`config.mk`:
```
export PLATFORM = sky130hd
export DESIGN_NAME = dac_host_source_flat
export DESIGN_NICKNAME = d
export VERILOG_FILES = /design/src/inc/dac_ctrl_pkg.sv /design/src/inc/dac_link_if.sv /design/src/dac_host_source.sv /design/src/flat_wrapper.sv
export SDC_FILE = /design/constraint.sdc
export NUM_CORES = 1
export LEC_CHECK = 0
export BUFFER_PORTS_ARGS = -buffer_cell sky130_fd_sc_hd__buf_2
export CORE_UTILIZATION = 24
export CTS_CLUSTER_DIAMETER = 50
export DETAILED_ROUTE_END_ITERATION = 6
export PLACE_DENSITY = 0.51
export SYNTH_ARGS = -nofsm -noshare
export SYNTH_HDL_FRONTEND = slang
export SYNTH_SLANG_ARGS = --single-unit
```
`constraint.sdc`:
```
create_clock -name i_clk -period 2.5 [get_ports i_clk]
set_input_delay 0.5 -clock i_clk [delete_from_list [all_inputs] [get_ports i_clk]]
set_output_delay 0.5 -clock i_clk [all_outputs]
set_load 0.02 [all_outputs]
```
`src/inc/dac_ctrl_pkg.sv`:
```
// shared constants for the dual converter front end and its host
package dac_ctrl_pkg;
  // converter data width
  localparam int DATA_W = 10;
  // control byte rides on data port a bits 9..2
  localparam int CTRL_LSB = 2;
  localparam int CTRL_W = 8;
  // control byte bit positions
  localparam int BIT_POWER_DOWN = 7;
  localparam int BIT_CONV_ENABLE = 6;
  localparam int BIT_INTERLEAVE = 5;
  localparam int BIT_REF_DISABLE = 4;
  localparam int GAIN_LSB = 0;
  localparam int GAIN_W = 4;
  // power-up control byte: running, no interleave, internal ref, trim 1000
  localparam logic [7:0] CTRL_RESET = 8'h48;
  // gain trim: code 0 is +0.40 dB, each step 0.05 dB lower (centi-dB)
  localparam int GAIN_TOP_CDB = 40;
  localparam int GAIN_STEP_CDB = 5;
  // standby recovery time and its cycle count at the system clock
  localparam int CLK_PERIOD_NS = 10;
  localparam int WAKE_TIME_NS = 3000;
  localparam int WAKE_CYCLES = (WAKE_TIME_NS + CLK_PERIOD_NS - 1) / CLK_PERIOD_NS;
  // fastest conversion rate per channel, in hertz
  localparam int MAX_RATE_HZ = 80_000_000;
  localparam int SYS_RATE_HZ = 1_000_000_000 / CLK_PERIOD_NS;
  // control strobe low time in system cycles
  localparam int STROBE_LOW_CYCLES = 2;
  // host register byte addresses
  localparam logic [3:0] ADDR_CTRL = 4'h0;
  localparam logic [3:0] ADDR_MODE = 4'h4;
  localparam logic [3:0] ADDR_STATUS = 4'h8;
  localparam logic [3:0] ADDR_SAMPLE = 4'hC;
  // mode register bits
  localparam int MODE_DIFF_CLK = 0;
  localparam int MODE_EXT_REF = 1;
  localparam int MODE_STREAM = 2;
  // sample register field positions
  localparam int SAMPLE_A_LSB = 0;
  localparam int SAMPLE_B_LSB = 16;
  // status register bits
  localparam int STAT_BUSY = 0;
  localparam int STAT_AWAKE = 1;
  localparam int STAT_FULL = 2;
endpackage

```
`src/inc/dac_link_if.sv`:
```
// pins between the dual converter and its host data source
`timescale 1ns/10ps
interface dac_link_if;
  logic [9:0] data_a;
  logic [9:0] data_b;
  logic control_strobe_n;
  logic diff_clock_select_n;
  logic se_clock_from_host;
  logic se_clock_host_oe;
  logic se_clock_from_dev;
  logic se_clock_dev_oe;
  logic differential_clock_pair_p;
  logic differential_clock_pair_n;
  logic reference_pin_dev;
  logic reference_pin_dev_oe;
  logic reference_pin_host;
  logic reference_pin_host_oe;
  modport dev (
    input data_a, data_b, control_strobe_n, diff_clock_select_n,
    input se_clock_from_host, se_clock_host_oe,
    input differential_clock_pair_p, differential_clock_pair_n,
    input reference_pin_host, reference_pin_host_oe,
    output se_clock_from_dev, se_clock_dev_oe,
    output reference_pin_dev, reference_pin_dev_oe
  );
  modport host (
    output data_a, data_b, control_strobe_n, diff_clock_select_n,
    output se_clock_from_host, se_clock_host_oe,
    output differential_clock_pair_p, differential_clock_pair_n,
    output reference_pin_host, reference_pin_host_oe,
    input se_clock_from_dev, se_clock_dev_oe,
    input reference_pin_dev, reference_pin_dev_oe
  );
endinterface

```
`src/dac_host_source.sv`:
```
// host side: makes the conversion clock, streams samples, writes control
//
// Implementation choices: the Avalon-MM interface to the registers and the register addresses.
`timescale 1ns/10ps
module dac_host_source #(
  parameter int HALF_PERIOD = 2,
  parameter int WAKE_COUNT = dac_ctrl_pkg::WAKE_CYCLES
) (
  input wire logic i_clk,
  input wire logic i_reset_n,
  dac_link_if.host link,
  input wire logic [3:0] i_avs_address,
  input wire logic i_avs_read,
  input wire logic i_avs_write,
  input wire logic [31:0] i_avs_writedata,
  output logic [31:0] o_avs_readdata,
  output logic o_avs_waitrequest
);
  // edges are found by sampling, so each half period needs two cycles
  if (HALF_PERIOD < 2 || HALF_PERIOD > 255
    || dac_ctrl_pkg::SYS_RATE_HZ / (2 * HALF_PERIOD) > dac_ctrl_pkg::MAX_RATE_HZ) begin : g_bad_half
    $error("half period out of range");
  end
  if (WAKE_COUNT < 1 || WAKE_COUNT > 65535) begin : g_bad_wake
    $error("wake count out of range");
  end

  typedef enum logic [1:0] {
    S_IDLE = 2'b00,
    S_LOW = 2'b01,
    S_HIGH = 2'b11
  } cw_state_t;

  cw_state_t cw_state;
  logic [7:0] div_cnt;
  logic conv_clk;
  logic tick_rise;
  logic tick_fall;
  logic [7:0] ctrl_shadow;
  logic [7:0] ctrl_pending;
  logic [2:0] mode;
  logic [1:0] low_cnt;
  logic [9:0] samp_a;
  logic [9:0] samp_b;
  logic samp_full;
  logic [15:0] wake_cnt;
  logic awake;
  logic rd_ack;
  logic wr_ctrl;
  logic wr_samp;
  logic wr_mode;
  logic stream_on;
  logic stalled;

  // divider: the conversion clock toggles every HALF_PERIOD cycles
  always_ff @(posedge i_clk or negedge i_reset_n) begin
    if (!i_reset_n) begin
      div_cnt <= 8'h00;
      conv_clk <= 1'b0;
    end else if (div_cnt == 8'(HALF_PERIOD - 1)) begin
      div_cnt <= 8'h00;
      conv_clk <= !conv_clk;
    end else begin
      div_cnt <= div_cnt + 8'h01;
    end
  end
  assign tick_rise = (div_cnt == 8'(HALF_PERIOD - 1)) && !conv_clk;
  assign tick_fall = (div_cnt == 8'(HALF_PERIOD - 1)) && conv_clk;

  // clock onto the pin or the pair as the mode bit says
  assign link.diff_clock_select_n = !mode[dac_ctrl_pkg::MODE_DIFF_CLK];
  assign link.se_clock_from_host = conv_clk;
  assign link.se_clock_host_oe = !mode[dac_ctrl_pkg::MODE_DIFF_CLK];
  assign link.differential_clock_pair_p = conv_clk;
  assign link.differential_clock_pair_n = !conv_clk;
  assign link.reference_pin_host = 1'b1;
  assign link.reference_pin_host_oe = mode[dac_ctrl_pkg::MODE_EXT_REF];

  // bus decode; a busy target stalls the master with waitrequest
  assign wr_ctrl = i_avs_write && i_avs_address == dac_ctrl_pkg::ADDR_CTRL;
  assign wr_mode = i_avs_write && i_avs_address == dac_ctrl_pkg::ADDR_MODE;
  assign wr_samp = i_avs_write && i_avs_address == dac_ctrl_pkg::ADDR_SAMPLE;
  assign stalled = (wr_ctrl && cw_state != S_IDLE) || (wr_samp && samp_full);
  assign o_avs_waitrequest = (i_avs_read && !rd_ack) || stalled;
  assign stream_on = mode[dac_ctrl_pkg::MODE_STREAM] && cw_state == S_IDLE;

  // reads take one wait cycle so read data come from a register
  always_ff @(posedge i_clk or negedge i_reset_n) begin
    if (!i_reset_n) begin
      rd_ack <= 1'b0;
      o_avs_readdata <= 32'h0000_0000;
    end else begin
      rd_ack <= i_avs_read && !rd_ack;
      unique case (i_avs_address)
        dac_ctrl_pkg::ADDR_CTRL: o_avs_readdata <= {24'h000000, ctrl_shadow};
        dac_ctrl_pkg::ADDR_MODE: o_avs_readdata <= {29'h0, mode};
        dac_ctrl_pkg::ADDR_STATUS: o_avs_readdata <= {29'h0, samp_full, awake,
          cw_state != S_IDLE};
        dac_ctrl_pkg::ADDR_SAMPLE: o_avs_readdata <= {6'h00, samp_b, 6'h00, samp_a};
        default: o_avs_readdata <= 32'h0000_0000;
      endcase
    end
  end

  // mode register
  always_ff @(posedge i_clk or negedge i_reset_n) begin
    if (!i_reset_n) begin
      mode <= 3'h0;
    end else if (wr_mode) begin
      mode <= i_avs_writedata[2:0];
    end
  end

  // one-word sample holding register, emptied by the link
  always_ff @(posedge i_clk or negedge i_reset_n) begin
    if (!i_reset_n) begin
      samp_a <= 10'h000;
      samp_b <= 10'h000;
      samp_full <= 1'b0;
    end else if (wr_samp && !samp_full) begin
      samp_a <= i_avs_writedata[dac_ctrl_pkg::SAMPLE_A_LSB +: 10];
      samp_b <= i_avs_writedata[dac_ctrl_pkg::SAMPLE_B_LSB +: 10];
      samp_full <= 1'b1;
    end else if (stream_on && tick_fall) begin
      samp_full <= 1'b0;
    end
  end

  // control byte strobe: low, then a rising edge with the byte held on port a
  always_ff @(posedge i_clk or negedge i_reset_n) begin
    if (!i_reset_n) begin
      cw_state <= S_IDLE;
      low_cnt <= 2'h0;
      ctrl_pending <= dac_ctrl_pkg::CTRL_RESET;
      ctrl_shadow <= dac_ctrl_pkg::CTRL_RESET;
    end else begin
      unique case (cw_state)
        S_IDLE: begin
          low_cnt <= 2'h0;
          if (wr_ctrl) begin
            ctrl_pending <= i_avs_writedata[7:0];
            cw_state <= S_LOW;
          end
        end
        S_LOW: begin
          low_cnt <= low_cnt + 2'h1;
          if (low_cnt == 2'(dac_ctrl_pkg::STROBE_LOW_CYCLES - 1)) begin
            cw_state <= S_HIGH;
          end
        end
        S_HIGH: begin
          ctrl_shadow <= ctrl_pending;
          cw_state <= S_IDLE;
        end
      endcase
    end
  end
  assign link.control_strobe_n = cw_state != S_LOW;

  // data pins: a change half a period before the capturing edge
  always_ff @(posedge i_clk or negedge i_reset_n) begin
    if (!i_reset_n) begin
      link.data_a <= 10'h000;
      link.data_b <= 10'h000;
    end else if (wr_ctrl && cw_state == S_IDLE) begin
      link.data_a <= {i_avs_writedata[7:0], 2'b00};
    end else if (stream_on && ctrl_shadow[dac_ctrl_pkg::BIT_INTERLEAVE]) begin
      if (tick_rise) begin
        link.data_a <= samp_b;
      end else if (tick_fall) begin
        link.data_a <= samp_a;
      end
    end else if (stream_on && tick_fall) begin
      link.data_a <= samp_a;
      link.data_b <= samp_b;
    end
  end

  // outputs are trusted only after the recovery interval
  always_ff @(posedge i_clk or negedge i_reset_n) begin
    if (!i_reset_n) begin
      wake_cnt <= 16'h0000;
      awake <= 1'b1;
    end else if (ctrl_shadow[dac_ctrl_pkg::BIT_POWER_DOWN]
      || !ctrl_shadow[dac_ctrl_pkg::BIT_CONV_ENABLE]) begin
      wake_cnt <= 16'h0000;
      awake <= 1'b0;
    end else if (!awake) begin
      wake_cnt <= wake_cnt + 16'h0001;
      if (wake_cnt == 16'(WAKE_COUNT - 1)) begin
        awake <= 1'b1;
      end
    end
  end
endmodule // dac_host_source

```
`src/flat_wrapper.sv`:
```
// flat-port wrapper written by rule: the top's interface ports become plain ports
module dac_host_source_flat 
#(
  parameter int HALF_PERIOD = 2,
  parameter int WAKE_COUNT = dac_ctrl_pkg::WAKE_CYCLES
)
  (i_clk, i_reset_n, i_avs_address, i_avs_read, i_avs_write, i_avs_writedata, o_avs_readdata, o_avs_waitrequest, link_data_a, link_data_b, link_control_strobe_n, link_diff_clock_select_n, link_se_clock_from_host, link_se_clock_host_oe, link_differential_clock_pair_p, link_differential_clock_pair_n, link_reference_pin_host, link_reference_pin_host_oe, link_se_clock_from_dev, link_se_clock_dev_oe, link_reference_pin_dev, link_reference_pin_dev_oe);
  dac_link_if link_i ();
  input wire logic i_clk;
  input wire logic i_reset_n;
  input wire logic [3:0] i_avs_address;
  input wire logic i_avs_read;
  input wire logic i_avs_write;
  input wire logic [31:0] i_avs_writedata;
  output logic [31:0] o_avs_readdata;
  output logic o_avs_waitrequest;
  output wire logic [$bits(link_i.data_a)-1:0] link_data_a;
  output wire logic [$bits(link_i.data_b)-1:0] link_data_b;
  output wire logic [$bits(link_i.control_strobe_n)-1:0] link_control_strobe_n;
  output wire logic [$bits(link_i.diff_clock_select_n)-1:0] link_diff_clock_select_n;
  output wire logic [$bits(link_i.se_clock_from_host)-1:0] link_se_clock_from_host;
  output wire logic [$bits(link_i.se_clock_host_oe)-1:0] link_se_clock_host_oe;
  output wire logic [$bits(link_i.differential_clock_pair_p)-1:0] link_differential_clock_pair_p;
  output wire logic [$bits(link_i.differential_clock_pair_n)-1:0] link_differential_clock_pair_n;
  output wire logic [$bits(link_i.reference_pin_host)-1:0] link_reference_pin_host;
  output wire logic [$bits(link_i.reference_pin_host_oe)-1:0] link_reference_pin_host_oe;
  input wire logic [$bits(link_i.se_clock_from_dev)-1:0] link_se_clock_from_dev;
  input wire logic [$bits(link_i.se_clock_dev_oe)-1:0] link_se_clock_dev_oe;
  input wire logic [$bits(link_i.reference_pin_dev)-1:0] link_reference_pin_dev;
  input wire logic [$bits(link_i.reference_pin_dev_oe)-1:0] link_reference_pin_dev_oe;
  assign link_data_a = link_i.data_a;
  assign link_data_b = link_i.data_b;
  assign link_control_strobe_n = link_i.control_strobe_n;
  assign link_diff_clock_select_n = link_i.diff_clock_select_n;
  assign link_se_clock_from_host = link_i.se_clock_from_host;
  assign link_se_clock_host_oe = link_i.se_clock_host_oe;
  assign link_differential_clock_pair_p = link_i.differential_clock_pair_p;
  assign link_differential_clock_pair_n = link_i.differential_clock_pair_n;
  assign link_reference_pin_host = link_i.reference_pin_host;
  assign link_reference_pin_host_oe = link_i.reference_pin_host_oe;
  assign link_i.se_clock_from_dev = link_se_clock_from_dev;
  assign link_i.se_clock_dev_oe = link_se_clock_dev_oe;
  assign link_i.reference_pin_dev = link_reference_pin_dev;
  assign link_i.reference_pin_dev_oe = link_reference_pin_dev_oe;
  dac_host_source #(.HALF_PERIOD(HALF_PERIOD), .WAKE_COUNT(WAKE_COUNT)) u_core (.i_clk(i_clk), .i_reset_n(i_reset_n), .link(link_i), .i_avs_address(i_avs_address), .i_avs_read(i_avs_read), .i_avs_write(i_avs_write), .i_avs_writedata(i_avs_writedata), .o_avs_readdata(o_avs_readdata), .o_avs_waitrequest(o_avs_waitrequest));
endmodule
```
# [Word level (Yosys, flattened, before mapping)]
# Index checks and enable logic that the tools add are counted.
[classes] n_addsub=3 n_eq_ne=13 mux=18 n_bitwise=2 reduce_logical=31
[op_table] cell="$pmux W26 S4" n=1
[op_table] cell="$mux W10" n=5
[op_table] cell="$mux W16" n=2
[op_table] cell="$add A16 B1 Y16 const B" n=1
[op_table] cell="$eq A16 B9 Y1 const B" n=1
[op_table] cell="$logic_and A1 B1 Y1" n=13
[op_table] cell="$add A8 B1 Y8 const B" n=1
[op_table] cell="$eq A4 B4 Y1 const B" n=2
[op_table] cell="$eq A8 B1 Y1 const B" n=1
[op_table] cell="$mux W8" n=1
[op_table] cell="$ne A2 B1 Y1 const B" n=3
[op_table] cell="$pmux W2 S3" n=1
[op_table] cell="$reduce_and A2 Y1" n=3
[op_table] cell="$reduce_bool A2 Y1" n=3
[op_table] cell="$logic_not A1 Y1" n=5
[op_table] cell="$mux W1" n=5
[op_table] cell="$eq A2 B1 Y1 const B" n=2
[op_table] cell="$eq A4 B3 Y1 const B" n=1
[op_table] cell="$logic_not A4 Y1" n=1
[op_table] cell="$mux W2" n=2
[op_table] cell="$ne A4 B1 Y1 const B" n=1
[op_table] cell="$pmux W2 S2" n=1
[op_table] cell="$logic_or A1 B1 Y1" n=3
[op_table] cell="$reduce_and A3 Y1" n=1
[op_table] cell="other kinds (6)" n=7
[word_totals] reg_bits=117 in_bits=44 output_inout_bits=61

# [Depth between registers and ports, before layout]
# Gate-level depths: netlist (run 1).
[depth] depth_word=6 mapped_depth=7 depth_no_buf=6

# [Worst setup path after synthesis (run 1)]
# No wires, ideal clock.
[synth_path] kind="reg2reg" startpoint="reg u_core.div_cnt[1]" endpoint="reg u_core.link.data_b[0]" arrival_ns=2.176 required_time_ns=2.375 setup_slack_ns=0.199 path_stages_with_launch=8 n_path_buf=1 period_less_slack_ns=2.301 path_cell_list="dfrtp_1 -> inv_1 -> ha_1 -> or4b_4 -> or3b_1 -> or3_1 -> buf_6 -> mux2_4"
[synth_via] elab_chain_cells=4
[synth_rtl] item="start: declaration" line_no="dac_host_source.sv:35" source="logic [7:0] div_cnt;"
[synth_rtl] item="start signal: assignment" line_no="dac_host_source.sv:64" source="div_cnt <= div_cnt + 8'h01;"
[synth_rtl] item="$eq A8 B1 Y1" line_no="dac_host_source.sv:68" source="assign tick_fall = (div_cnt == 8'(HALF_PERIOD - 1)) && conv_clk;"
[synth_rtl] item="$logic_and A1 B1 Y1" line_no="dac_host_source.sv:68"
[synth_rtl] item="$logic_and A1 B1 Y1" line_no="dac_host_source.sv:173" source="end else if (stream_on && tick_fall) begin"
[synth_rtl] item="$reduce_and A3 Y1 (no source line)"
[synth_rtl] item="end signal: assignment" line_no="dac_host_source.sv:175" source="link.data_b <= samp_b;"
[synth_rtl] item="end: declaration" line_no="dac_link_if.sv:27" source="output data_a, data_b, control_strobe_n, diff_clock_select_n,"
# Every way passes these cells.
# A chain may end at the register's enable or synchronous reset.

# [Worst setup path after layout (run 1)]
[layout_path] startpoint="reg u_core.div_cnt[0]" endpoint="reg u_core.link.data_b[9]"
# Same word-level chain as after synthesis.

==> run_results.csv, run 1 <==
group,metric,value,unit
synth,ys_ff_latch,111,
timing,slew_headroom,38.56,%
floorplanning,coreArea,20230,sq um
floorplanning,die_w,145.7,um
grt,gr-usage-all-layers,12.18,%
final_layout,post-route-util,29.64,%
clocking,worstSkewPairLatency,0.35,ns
placement,placedCellCount,742,
clocking,numClockSinks,111,
placement,place_congestion,0.8155,
synth,synth_area_leaders,"dfrtp_1, mux2_2, mux2_4",
synth,synth_edf_count,0,
synth,synth-async-reset-ratio,100.0,%
clocking,clock_path_buffers,2,
floorplanning,die_area,21220,sq um
timing,clock.fmax,419.5,MHz
timing,period_needed,2.384,ns
setup_path,critical_path.max_stage_delay,0.48,ns
placement,hpwl,9.123,mm
routing,viasPerCell,4.477,
synth,ys_seq_area_share,56.20,%
routing,drt-wirelength-per-cell,16.16,um
synth,synth_ff_type,"dfrtp_1",
clocking,cts_buffers,9,
grt,antenna_found_initial,0,
timing,skew,0.007611,ns
final_layout,stdcell_count,759,
timing,finalSetupTns,0,ns
hold_path,hold_class,"input port to asynchronous set/reset pin",
setup_path,cp_slowest_cell,"or4b_4",
setup_path,cp_cell_sequence,"ha_1, or4b_4, or3b_1, or3_4, buf_12, mux2_4",
synth,post_synth_num_cell_types,53,
synth,yosysWarnings,0,
setup_path,worstPathMaxFanout,10,
final_layout,n_antenna_cell,0,
synth,syn_inst,399,
power,peakVddDrop,405.0,uV
routing,drt_iter0_drc,188,
final_layout,area_growth,21.07,%
routing,ant_nets,0,
clocking,cts_hold_buf,0,
setup_path,cpLargestDelayFamily,"simple AND/OR/NAND/NOR gates",
floorplanning,num_rows,52,
power,power_density,901.8,nW/um^2
grt,grt_pass1_wl,20.02,mm
clocking,cts_root_buffer,"clkbuf_16",
timing,setup_viol,0,
clocking,htree_num_levels,3,
floorplanning,fp.dieH,145.7,um
grt,grt.overflow.total,0,
synth,synth_commonest_cells,"dfrtp_1, mux2_2, nor2_1, o21ai_0, buf_4",
timing,hold_viol,0,
routing,wl,12.27,mm
floorplanning,initial_core_util,24.48,%
routing,vias,3398,
job,cap_violations,0,
timing,tightestPinTransition,0.9140,ns
synth,avgSynthCellArea,12.41,sq um
clocking,cts_tree,"built",
setup_path,start_kind,"flip-flop",
synth,synth_area,4954,sq um
synth,synth_top_area_share,53.55,%
grt,grt_max_degree,45,
setup_path,crit_buf_inv,1,
power,power.leakage,2.784,nW
synth,yosysTopAreaCell,"dfrtp_1",
routing,post-route-drc-count,0,
timing,slew_violations,0,
synth,yosysMostFrequentCell,"dfrtp_1",
setup_path,required,2.74,ns
floorplanning,ioPinCount,105,
setup_path,end_kind,"flip-flop",
final_layout,drive_above_1_share,34.97,%
clocking,cts.reportedPaths.clkPinSlew,0.07,ns
final_layout,fin_nets,532,
timing,timing.final.crit_share,95.36,%
setup_path,crit_type,"flip-flop to flip-flop",
run_status,status,"complete, no violations",
final_layout,num-fill-cells,2071,
setup_path,critPathArrivalTime,2.62,ns
power,p_total,0.005408,W
timing,rsz0062_at_grt,"false",
grt,grt_pass1_vias,3619,
placement,port_buffers,75,
routing,first_pass_iters,5,
==> cells by family after synthesis <==
family	synth area share, %
other cells	0.1516
xor+xnor	2.829
flops	56.20
buf+inv	4.395
simple gates	12.58
mux	13.46
compound gates	9.371
fa+ha+maj	1.010
==> cell usage in the layout, fill, tap and decap left out, types with 10 or more instances in the layout <==
cell and count:
o21ai_0 23, buf_2 74, nand2_1 12, xnor2_1 10, nor2_1 28, mux2_4 10
conb_1 13, dfrtp_1 106, buf_4 15, mux2_2 39, a221o_1 10, and2_1 16
==> area by class of cell <==
cell class	instances	area, sq um	area share, %
Sequential cell	111	2784	46.42
Multi-Input combinational cell	260	1998	33.32
Timing Repair Buffer	92	543.0	9.055
Tap cell	270	337.8	5.633
Clock buffer	10	229.0	3.818
Clock inverter	6	67.56	1.127
Inverter	10	37.54	0.6259
==> per-stage QoR <==
step | area [sq um] | hold WS, ns | setup WS (ns)
finish | 5997 | 0.1486 | 0.1161
detailed placement | 5688 | 0.4181 | 0.07134
CTS | 5984 | 0.1698 | 0.05605
global placement | 5688 | 0.4156 | 0.07804
global route | 5997 | 0.1983 | 0.01938
floorplan | 4995 | 0.2044 | 0.1993
==> state kept, by name (all words and copies together) (netlist names) <==
register	count
u_core.low_cnt	2
u_core.link.data_b	10
u_core.link.data_a	10
u_core.o_avs_readdata	20
u_core.wake_cnt	16
u_core.samp_full	1
u_core.rd_ack	1
u_core.mode	3
u_core.awake	1
u_core.cw_state	2
u_core.div_cnt	8
u_core.ctrl_shadow	8
u_core.samp_a	10
u_core.samp_b	10
u_core.link.differential_clock_pair_p	1
u_core.ctrl_pending	8
==> power by group <==
part	total [W]	switching [W]	internal, W	leakage (nW)
clock network	0.00146	0.000671	0.000784	0.139
registers	0.00255	0.000335	0.00221	1.44
logic	0.00141	0.000729	0.000677	1.21
==> routing by layer <==
metal	GRT usage (%)	vias up	share of wire (%)
li1	-	1576	-
met1	15.97	1726	47
met2	19.21	78	47
met3	2.978	18	3.8
met4	5.000	0	2.4
met5	0	-	0
==> worst paths after layout <==
kind | end | slack, ns | cells past startpoint | startpoint
min in group i_clk | u_core.samp_b[8]$_DFFE_PN0P_ | 0.38 | 2 | i_avs_writedata[24]
max in group asynchronous | u_core.ctrl_shadow[3]$_DFFE_PN1N_ | 1.68 | 2 | i_reset_n
setup / recovery | u_core.link.data_b[9]$_DFFE_PN0P_ | 0.12 | 6 | u_core.div_cnt[0]$_DFF_PN0_
setup reg to reg | u_core.link.data_b[9]$_DFFE_PN0P_ | 0.12 | 6 | u_core.div_cnt[0]$_DFF_PN0_
hold reg to reg | u_core.rd_ack$_DFF_PN0_ | 0.42 | 1 | u_core.rd_ack$_DFF_PN0_
hold / removal | u_core.wake_cnt[2]$_DFFE_PN0P_ | 0.15 | 1 | i_reset_n
==> timing repair <==
action,CTS,global route
gates resized for setup,0,1
setup buffers,0,1
endpoints found under the setup margin,0,10
(Power assumes the default switching activity.)
==> run 2: changes to the inputs <==
- CELL_PAD_IN_SITES_DETAIL_PLACEMENT: unset -> 1
- CELL_PAD_IN_SITES_GLOBAL_PLACEMENT: unset -> 1
- PLACE_DENSITY: 0.51 -> 0.58
==> run 2 against run 1 <==
Compared with the run above:
- worst hold slack got worse by 0.061 ns
- maximum frequency decreased by 2.8%
- non-clock buffer count is 1 higher
- worst setup slack worse by 0.068 ns
- first-iteration DRC count fell by 1.6%
- largest cell class unchanged
- clock power shrank 4%
- total power is 0.56% lower
- die area is the same
- sequential cell count is the same
==> run_results.csv, run 2 (synthesis gave the netlist of run 1 again) <==
group,metric,value,unit
setup_path,critical_path.max_stage_delay,0.50,ns
final_layout,final_common_cell,"dfrtp_1",
routing,first_pass_iters,4,
clocking,clock_path_buffers,2,
final_layout,top_regs,"u_core.o_avs_readdata (20), u_core.wake_cnt (16)",
hold_path,hold_class,"input port to asynchronous set/reset pin",
timing,skew,0.01173,ns
placement,place_congestion,0.8261,
final_layout,drive_above_1_share,35.38,%
run_status,status,"complete, no violations",
setup_path,worstPathMaxFanout,10,
clocking,cts_tree,"built",
grt,grt_pass1_wl,20.82,mm
routing,viasPerCell,4.447,
setup_path,required,2.74,ns
final_layout,regMostFlops,"u_core.o_avs_readdata",
setup_path,end_kind,"flip-flop",
power,p_total,0.005377,W
setup_path,cp_slowest_cell,"or4b_4",
routing,ant_nets,0,
floorplanning,die_w,145.7,um
job,cap_violations,0,
timing,period_needed,2.452,ns
setup_path,cpLargestDelayFamily,"simple AND/OR/NAND/NOR gates",
floorplanning,initial_core_util,24.48,%
clocking,numClockSinks,111,
routing,drt_iter0_drc,185,
grt,gr-usage-all-layers,12.65,%
final_layout,n_antenna_cell,0,
routing,post-route-drc-count,0,
timing,slew_violations,0,
routing,vias,3375,
final_layout,largest_reg_flops,20,
placement,dp_slack,0.01745,ns
timing,slew_headroom,56.41,%
clocking,htree_num_levels,3,
final_layout,layout_common_cells,"dfrtp_1, buf_2, mux2_2, nor2_1, o21ai_0",
setup_path,critPathArrivalTime,2.69,ns
placement,hpwl,9.377,mm
routing,wl,12.78,mm
timing,setup_ws,0.04814,ns
power,power_density,897.1,nW/um^2
clocking,cts_root_buffer,"clkbuf_16",
placement,placedCellCount,743,
setup_path,crit_type,"flip-flop to flip-flop",
clocking,cts_buffers,9,
grt,antenna_found_initial,0,
routing,drt-wirelength-per-cell,16.83,um
setup_path,start_kind,"flip-flop",
floorplanning,fp.dieH,145.7,um
power,peakVddDrop,395.0,uV
floorplanning,coreArea,20230,sq um
floorplanning,ioPinCount,105,
grt,grt_pass1_vias,3663,
timing,hold_viol,0,
final_layout,num-fill-cells,2236,
clocking,cts_hold_buf,0,
final_layout,stdcell_count,759,
timing,clock.fmax,407.9,MHz
final_layout,area_growth,21.02,%
timing,setup_viol,0,
clocking,worstSkewPairLatency,0.35,ns
floorplanning,die_area,21220,sq um
power,power.leakage,2.788,nW
floorplanning,num_rows,52,
placement,port_buffers,75,
timing,timing.final.crit_share,98.07,%
setup_path,crit_buf_inv,2,
setup_path,rrSetupSlack,0.05,ns
grt,grt_max_degree,66,
final_layout,fin_nets,533,
grt,grt.overflow.total,0,
timing,tightestPinTransition,0.6490,ns
clocking,cts.reportedPaths.clkPinSlew,0.08,ns
setup_path,cp_cell_sequence,"inv_1, ha_1, or4b_4, or3b_4, or3_4, buf_12, mux2_4",
run 2: layer usage:
metal / global-route usage [%] / up-vias / wire (um)
li1: - / 1572 / -
met1: 17.17 / 1717 / 6163
met2: 20.02 / 69 / 5950
met3: 2.759 / 17 / 420
met4: 4.053 / 0 / 240
met5: 0 / - / 0
run 2: repair_timing:
item | in CTS | in global routing
endpoints found under the setup margin | 7 | 20
setup buffers | 0 | 1
gates resized for setup | 1 | 2
gates cloned | 0 | 0
run 2: where the power goes:
group | total [W] | leakage (nW) | internal [W] | switching (W)
Combinational | 0.00143 | 1.21 | 0.000685 | 0.000748
Clock | 0.00140 | 0.141 | 0.000699 | 0.000705
Sequential | 0.00254 | 1.44 | 0.00221 | 0.000330
run 2: worst paths after layout:
check | from | end | depth (start not counted)
worst max-delay path | u_core.div_cnt[1]$_DFF_PN0_ | u_core.link.data_b[1]$_DFFE_PN0P_ | 7
worst min-delay path | i_reset_n | u_core.o_avs_readdata[0]$_DFF_PN0_ | 1
worst max register to register | u_core.div_cnt[1]$_DFF_PN0_ | u_core.link.data_b[1]$_DFFE_PN0P_ | 7
worst min register to register | u_core.rd_ack$_DFF_PN0_ | u_core.rd_ack$_DFF_PN0_ | 1
max in group asynchronous | i_reset_n | u_core.link.data_a[4]$_DFFE_PN0P_ | 2
min in group i_clk | i_avs_writedata[24] | u_core.samp_b[8]$_DFFE_PN0P_ | 2
run 2: cell type report:
type,instances,area [sq um],share of cell area [%]
timing repair buffer,93,538.0,8.975
clock buffer,9,225.2,3.757
sequential,111,2784,46.44
clock inverter,6,62.56,1.044
tap,270,337.8,5.636
multi-input combinational,260,2009,33.52
inverter,10,37.54,0.6262
run 2: stage by stage:
step	util [%]	TNS [ns]	hold slack [ns]	instance area, sq um
floorplan	-	0	0.2044	4995
global placement	28.09	0	0.4109	5683
detailed placement	28.09	0	0.4177	5683
CTS	29.53	0	0.09210	5976
global route	29.63	-0.03161	0.1058	5995
finish	29.63	0	0.08751	5995
==> run 3: changes to the inputs <==
- PLACE_DENSITY: 0.58 -> 0.53
- SLEW_MARGIN: unset -> 30
==> run 3 against run 2 <==
Compared with the run above:
- total power is 1.1% higher
- critical endpoint is now u_core.link.data_b[5]$_DFFE_PN0P_
- highest routed layer unchanged
- worst hold slack worse by 0.036 ns
- sequential cell count stayed put
- maximum frequency is 1.7% higher
- global-route usage is 0.44 points higher
- critical path type unchanged
==> run_results.csv, run 3 (synthesis gave the netlist of run 1 again) <==
group,metric,value,unit
clocking,cts_root_buffer,"clkbuf_16",
clocking,cts_buffers,9,
setup_path,cp_cell_sequence,"inv_1, ha_1, or4b_4, or3b_4, or3_4, buf_12, mux2_4",
routing,vias,3390,
timing,finalSetupTns,0,ns
timing,holdWs,0.05185,ns
clocking,worstSkewPairLatency,0.36,ns
timing,slew_headroom,57.62,%
final_layout,layout_common_cells,"dfrtp_1, buf_2, mux2_2, nor2_1, o21ai_0",
run_status,status,"complete, no violations",
timing,timing.final.crit_share,96.39,%
clocking,cts_tree,"built",
placement,dp_slack,0.005633,ns
grt,grt_pass1_vias,3671,
setup_path,end_kind,"flip-flop",
floorplanning,coreArea,20230,sq um
hold_path,hold_class,"input port to asynchronous set/reset pin",
setup_path,required,2.75,ns
timing,rsz0062_at_grt,"false",
setup_path,cpLargestDelayFamily,"simple AND/OR/NAND/NOR gates",
job,cap_violations,0,
setup_path,cp_num_cells,7,
timing,slew_violations,0,
grt,grt_pass1_wl,21.26,mm
final_layout,drive_above_1_share,35.77,%
floorplanning,fp.dieH,145.7,um
setup_path,crit_type,"flip-flop to flip-flop",
grt,gr-usage-all-layers,13.10,%
floorplanning,die_w,145.7,um
setup_path,r2r_cells,7,
setup_path,r2r-end,"u_core.link.data_b[5]$_DFFE_PN0P_",
timing,clock.fmax,415.0,MHz
final_layout,top_regs,"u_core.o_avs_readdata (20), u_core.wake_cnt (16)",
setup_path,start_kind,"flip-flop",
grt,grtUsageMet1,17.10,%
power,seq_power_share,46.9,%
final_layout,area_growth,21.57,%
grt,top_usage_layer,"met2",
routing,drt_iter0_drc,164,
setup_path,critical_path.max_stage_delay,0.48,ns
timing,skew,0.01102,ns
grt,grt_use_met3,3.480,%
setup_path,critPathArrivalTime,2.66,ns
final_layout,regMostFlops,"u_core.o_avs_readdata",
routing,post-route-drc-count,0,
clocking,numClockSinks,111,
power,power_frac_clock,26.8,%
floorplanning,num_rows,52,
grt,grtUsageMet2,21.22,%
floorplanning,ioPinCount,105,
timing,tightestPinTransition,0.6310,ns
power,p_sw,0.001809,W
power,switching_share,33.28,%
final_layout,num-fill-cells,2220,
clocking,cts.reportedPaths.clkPinSlew,0.08,ns
setup_path,worstPathMaxFanout,10,
final_layout,fin_nets,535,
grt,grt_max_degree,56,
routing,ant_nets,0,
clocking,clock_path_buffers,2,
power,power_density,902.6,nW/um^2
power,internal_power,0.003627,W
timing,hold_viol,0,
floorplanning,initial_core_util,24.48,%
clocking,cts_hold_buf,0,
routing,wl,13.06,mm
floorplanning,die_area,21220,sq um
timing,setup_viol,0,
grt,antenna_found_initial,0,
clocking,htree_num_levels,3,
final_layout,post-route-util,29.76,%
final_layout,largest_reg_flops,20,
setup_path,reg2reg_from,"u_core.div_cnt[1]$_DFF_PN0_",
routing,viasPerCell,4.449,
placement,port_buffers,75,
power,power_frac_comb,26.3,%
setup_path,crit_buf_inv,2,
grt,grt.overflow.total,0,
placement,place_congestion,0.7906,
timing,setup_ws,0.09013,ns
timing,period_needed,2.410,ns
power,peakVddDrop,418.8,uV
routing,first_pass_iters,4,
final_layout,n_antenna_cell,0,
routing,drt-wirelength-per-cell,17.14,um
setup_path,rrSetupSlack,0.09,ns
final_layout,final_common_cell,"dfrtp_1",
placement,hpwl,9.588,mm
power,power.leakage,2.802,nW
setup_path,cp_slowest_cell,"or4b_4",
## run 3: metrics by stage
| step | cells | total power [W] | area (sq um) |
|---|---|---|---|
| 3_3_place_gp | 744 | 0.003964 | 5690 |
| 5_1_grt | 762 | 0.005762 | 6022 |
| 2_1_floorplan | 410 | 0.003468 | 4995 |
| 3_5_place_dp | 744 | 0.004030 | 5690 |
| 6_report | 762 | 0.005436 | 6022 |
| 4_1_cts | 760 | 0.005519 | 5996 |
## run 3: worst register-to-register path: cells and delay by family (launching register included)
kind,cells,cell delay [ns]
and+or+nand+nor,3,1.24
buffers and inverters,2,0.22
muxes,1,0.30
DFF,1,0.38
adders and majority gates,1,0.15
## run 3: final cells by class
| type | count | area [sq um] | area share [%] |
|---|---|---|---|
| inverter | 10 | 37.54 | 0.6233 |
| clock buffer | 10 | 239.0 | 3.968 |
| sequential | 111 | 2784 | 46.23 |
| clock inverter | 6 | 61.31 | 1.018 |
| timing repair buffer | 95 | 553.0 | 9.183 |
| multi-input combinational | 260 | 2009 | 33.37 |
| tap | 270 | 337.8 | 5.610 |
## run 3: power groups by stage
stage / Sequential [W] / Combinational, W / Clock, W
detailed placement: 0.00259 / 0.00145 / 0
global placement: 0.00256 / 0.00141 / 0
CTS: 0.00256 / 0.00145 / 0.00151
finish: 0.00255 / 0.00143 / 0.00146
floorplan: 0.00261 / 0.000860 / 0
global route: 0.00261 / 0.00158 / 0.00157
## run 3: repair_timing
| action | 4_1_cts | 5_1_grt |
|---|---|---|
| gates resized for setup | 1 | 1 |
| setup buffers | 0 | 2 |
| setup endpoints to repair | 10 | 10 |
## run 3: how the worst max path moves through the flow
| stage | startpoint | to | slack [ns] |
|---|---|---|---|
| after floorplan | u_core.div_cnt[1]$_DFF_PN0_ | u_core.link.data_b[0]$_DFFE_PN0P_ | 0.20 |
| after global placement | u_core.div_cnt[1]$_DFF_PN0_ | u_core.link.data_b[5]$_DFFE_PN0P_ | 0.06 |
| after detailed placement | u_core.div_cnt[1]$_DFF_PN0_ | u_core.link.data_b[1]$_DFFE_PN0P_ | 0.006 |
| after CTS | u_core.div_cnt[1]$_DFF_PN0_ | u_core.link.data_b[7]$_DFFE_PN0P_ | 0.005 |
| after global routing | u_core.div_cnt[1]$_DFF_PN0_ | u_core.link.data_b[4]$_DFFE_PN0P_ | 0.03 |
| final | u_core.div_cnt[1]$_DFF_PN0_ | u_core.link.data_b[5]$_DFFE_PN0P_ | 0.09 |
## run 3: metal layers
layer,wire length (um),vias up
li1,-,1583
met1,6090,1731
met2,6297,66
met3,515,10
met4,158,0
met5,0,-
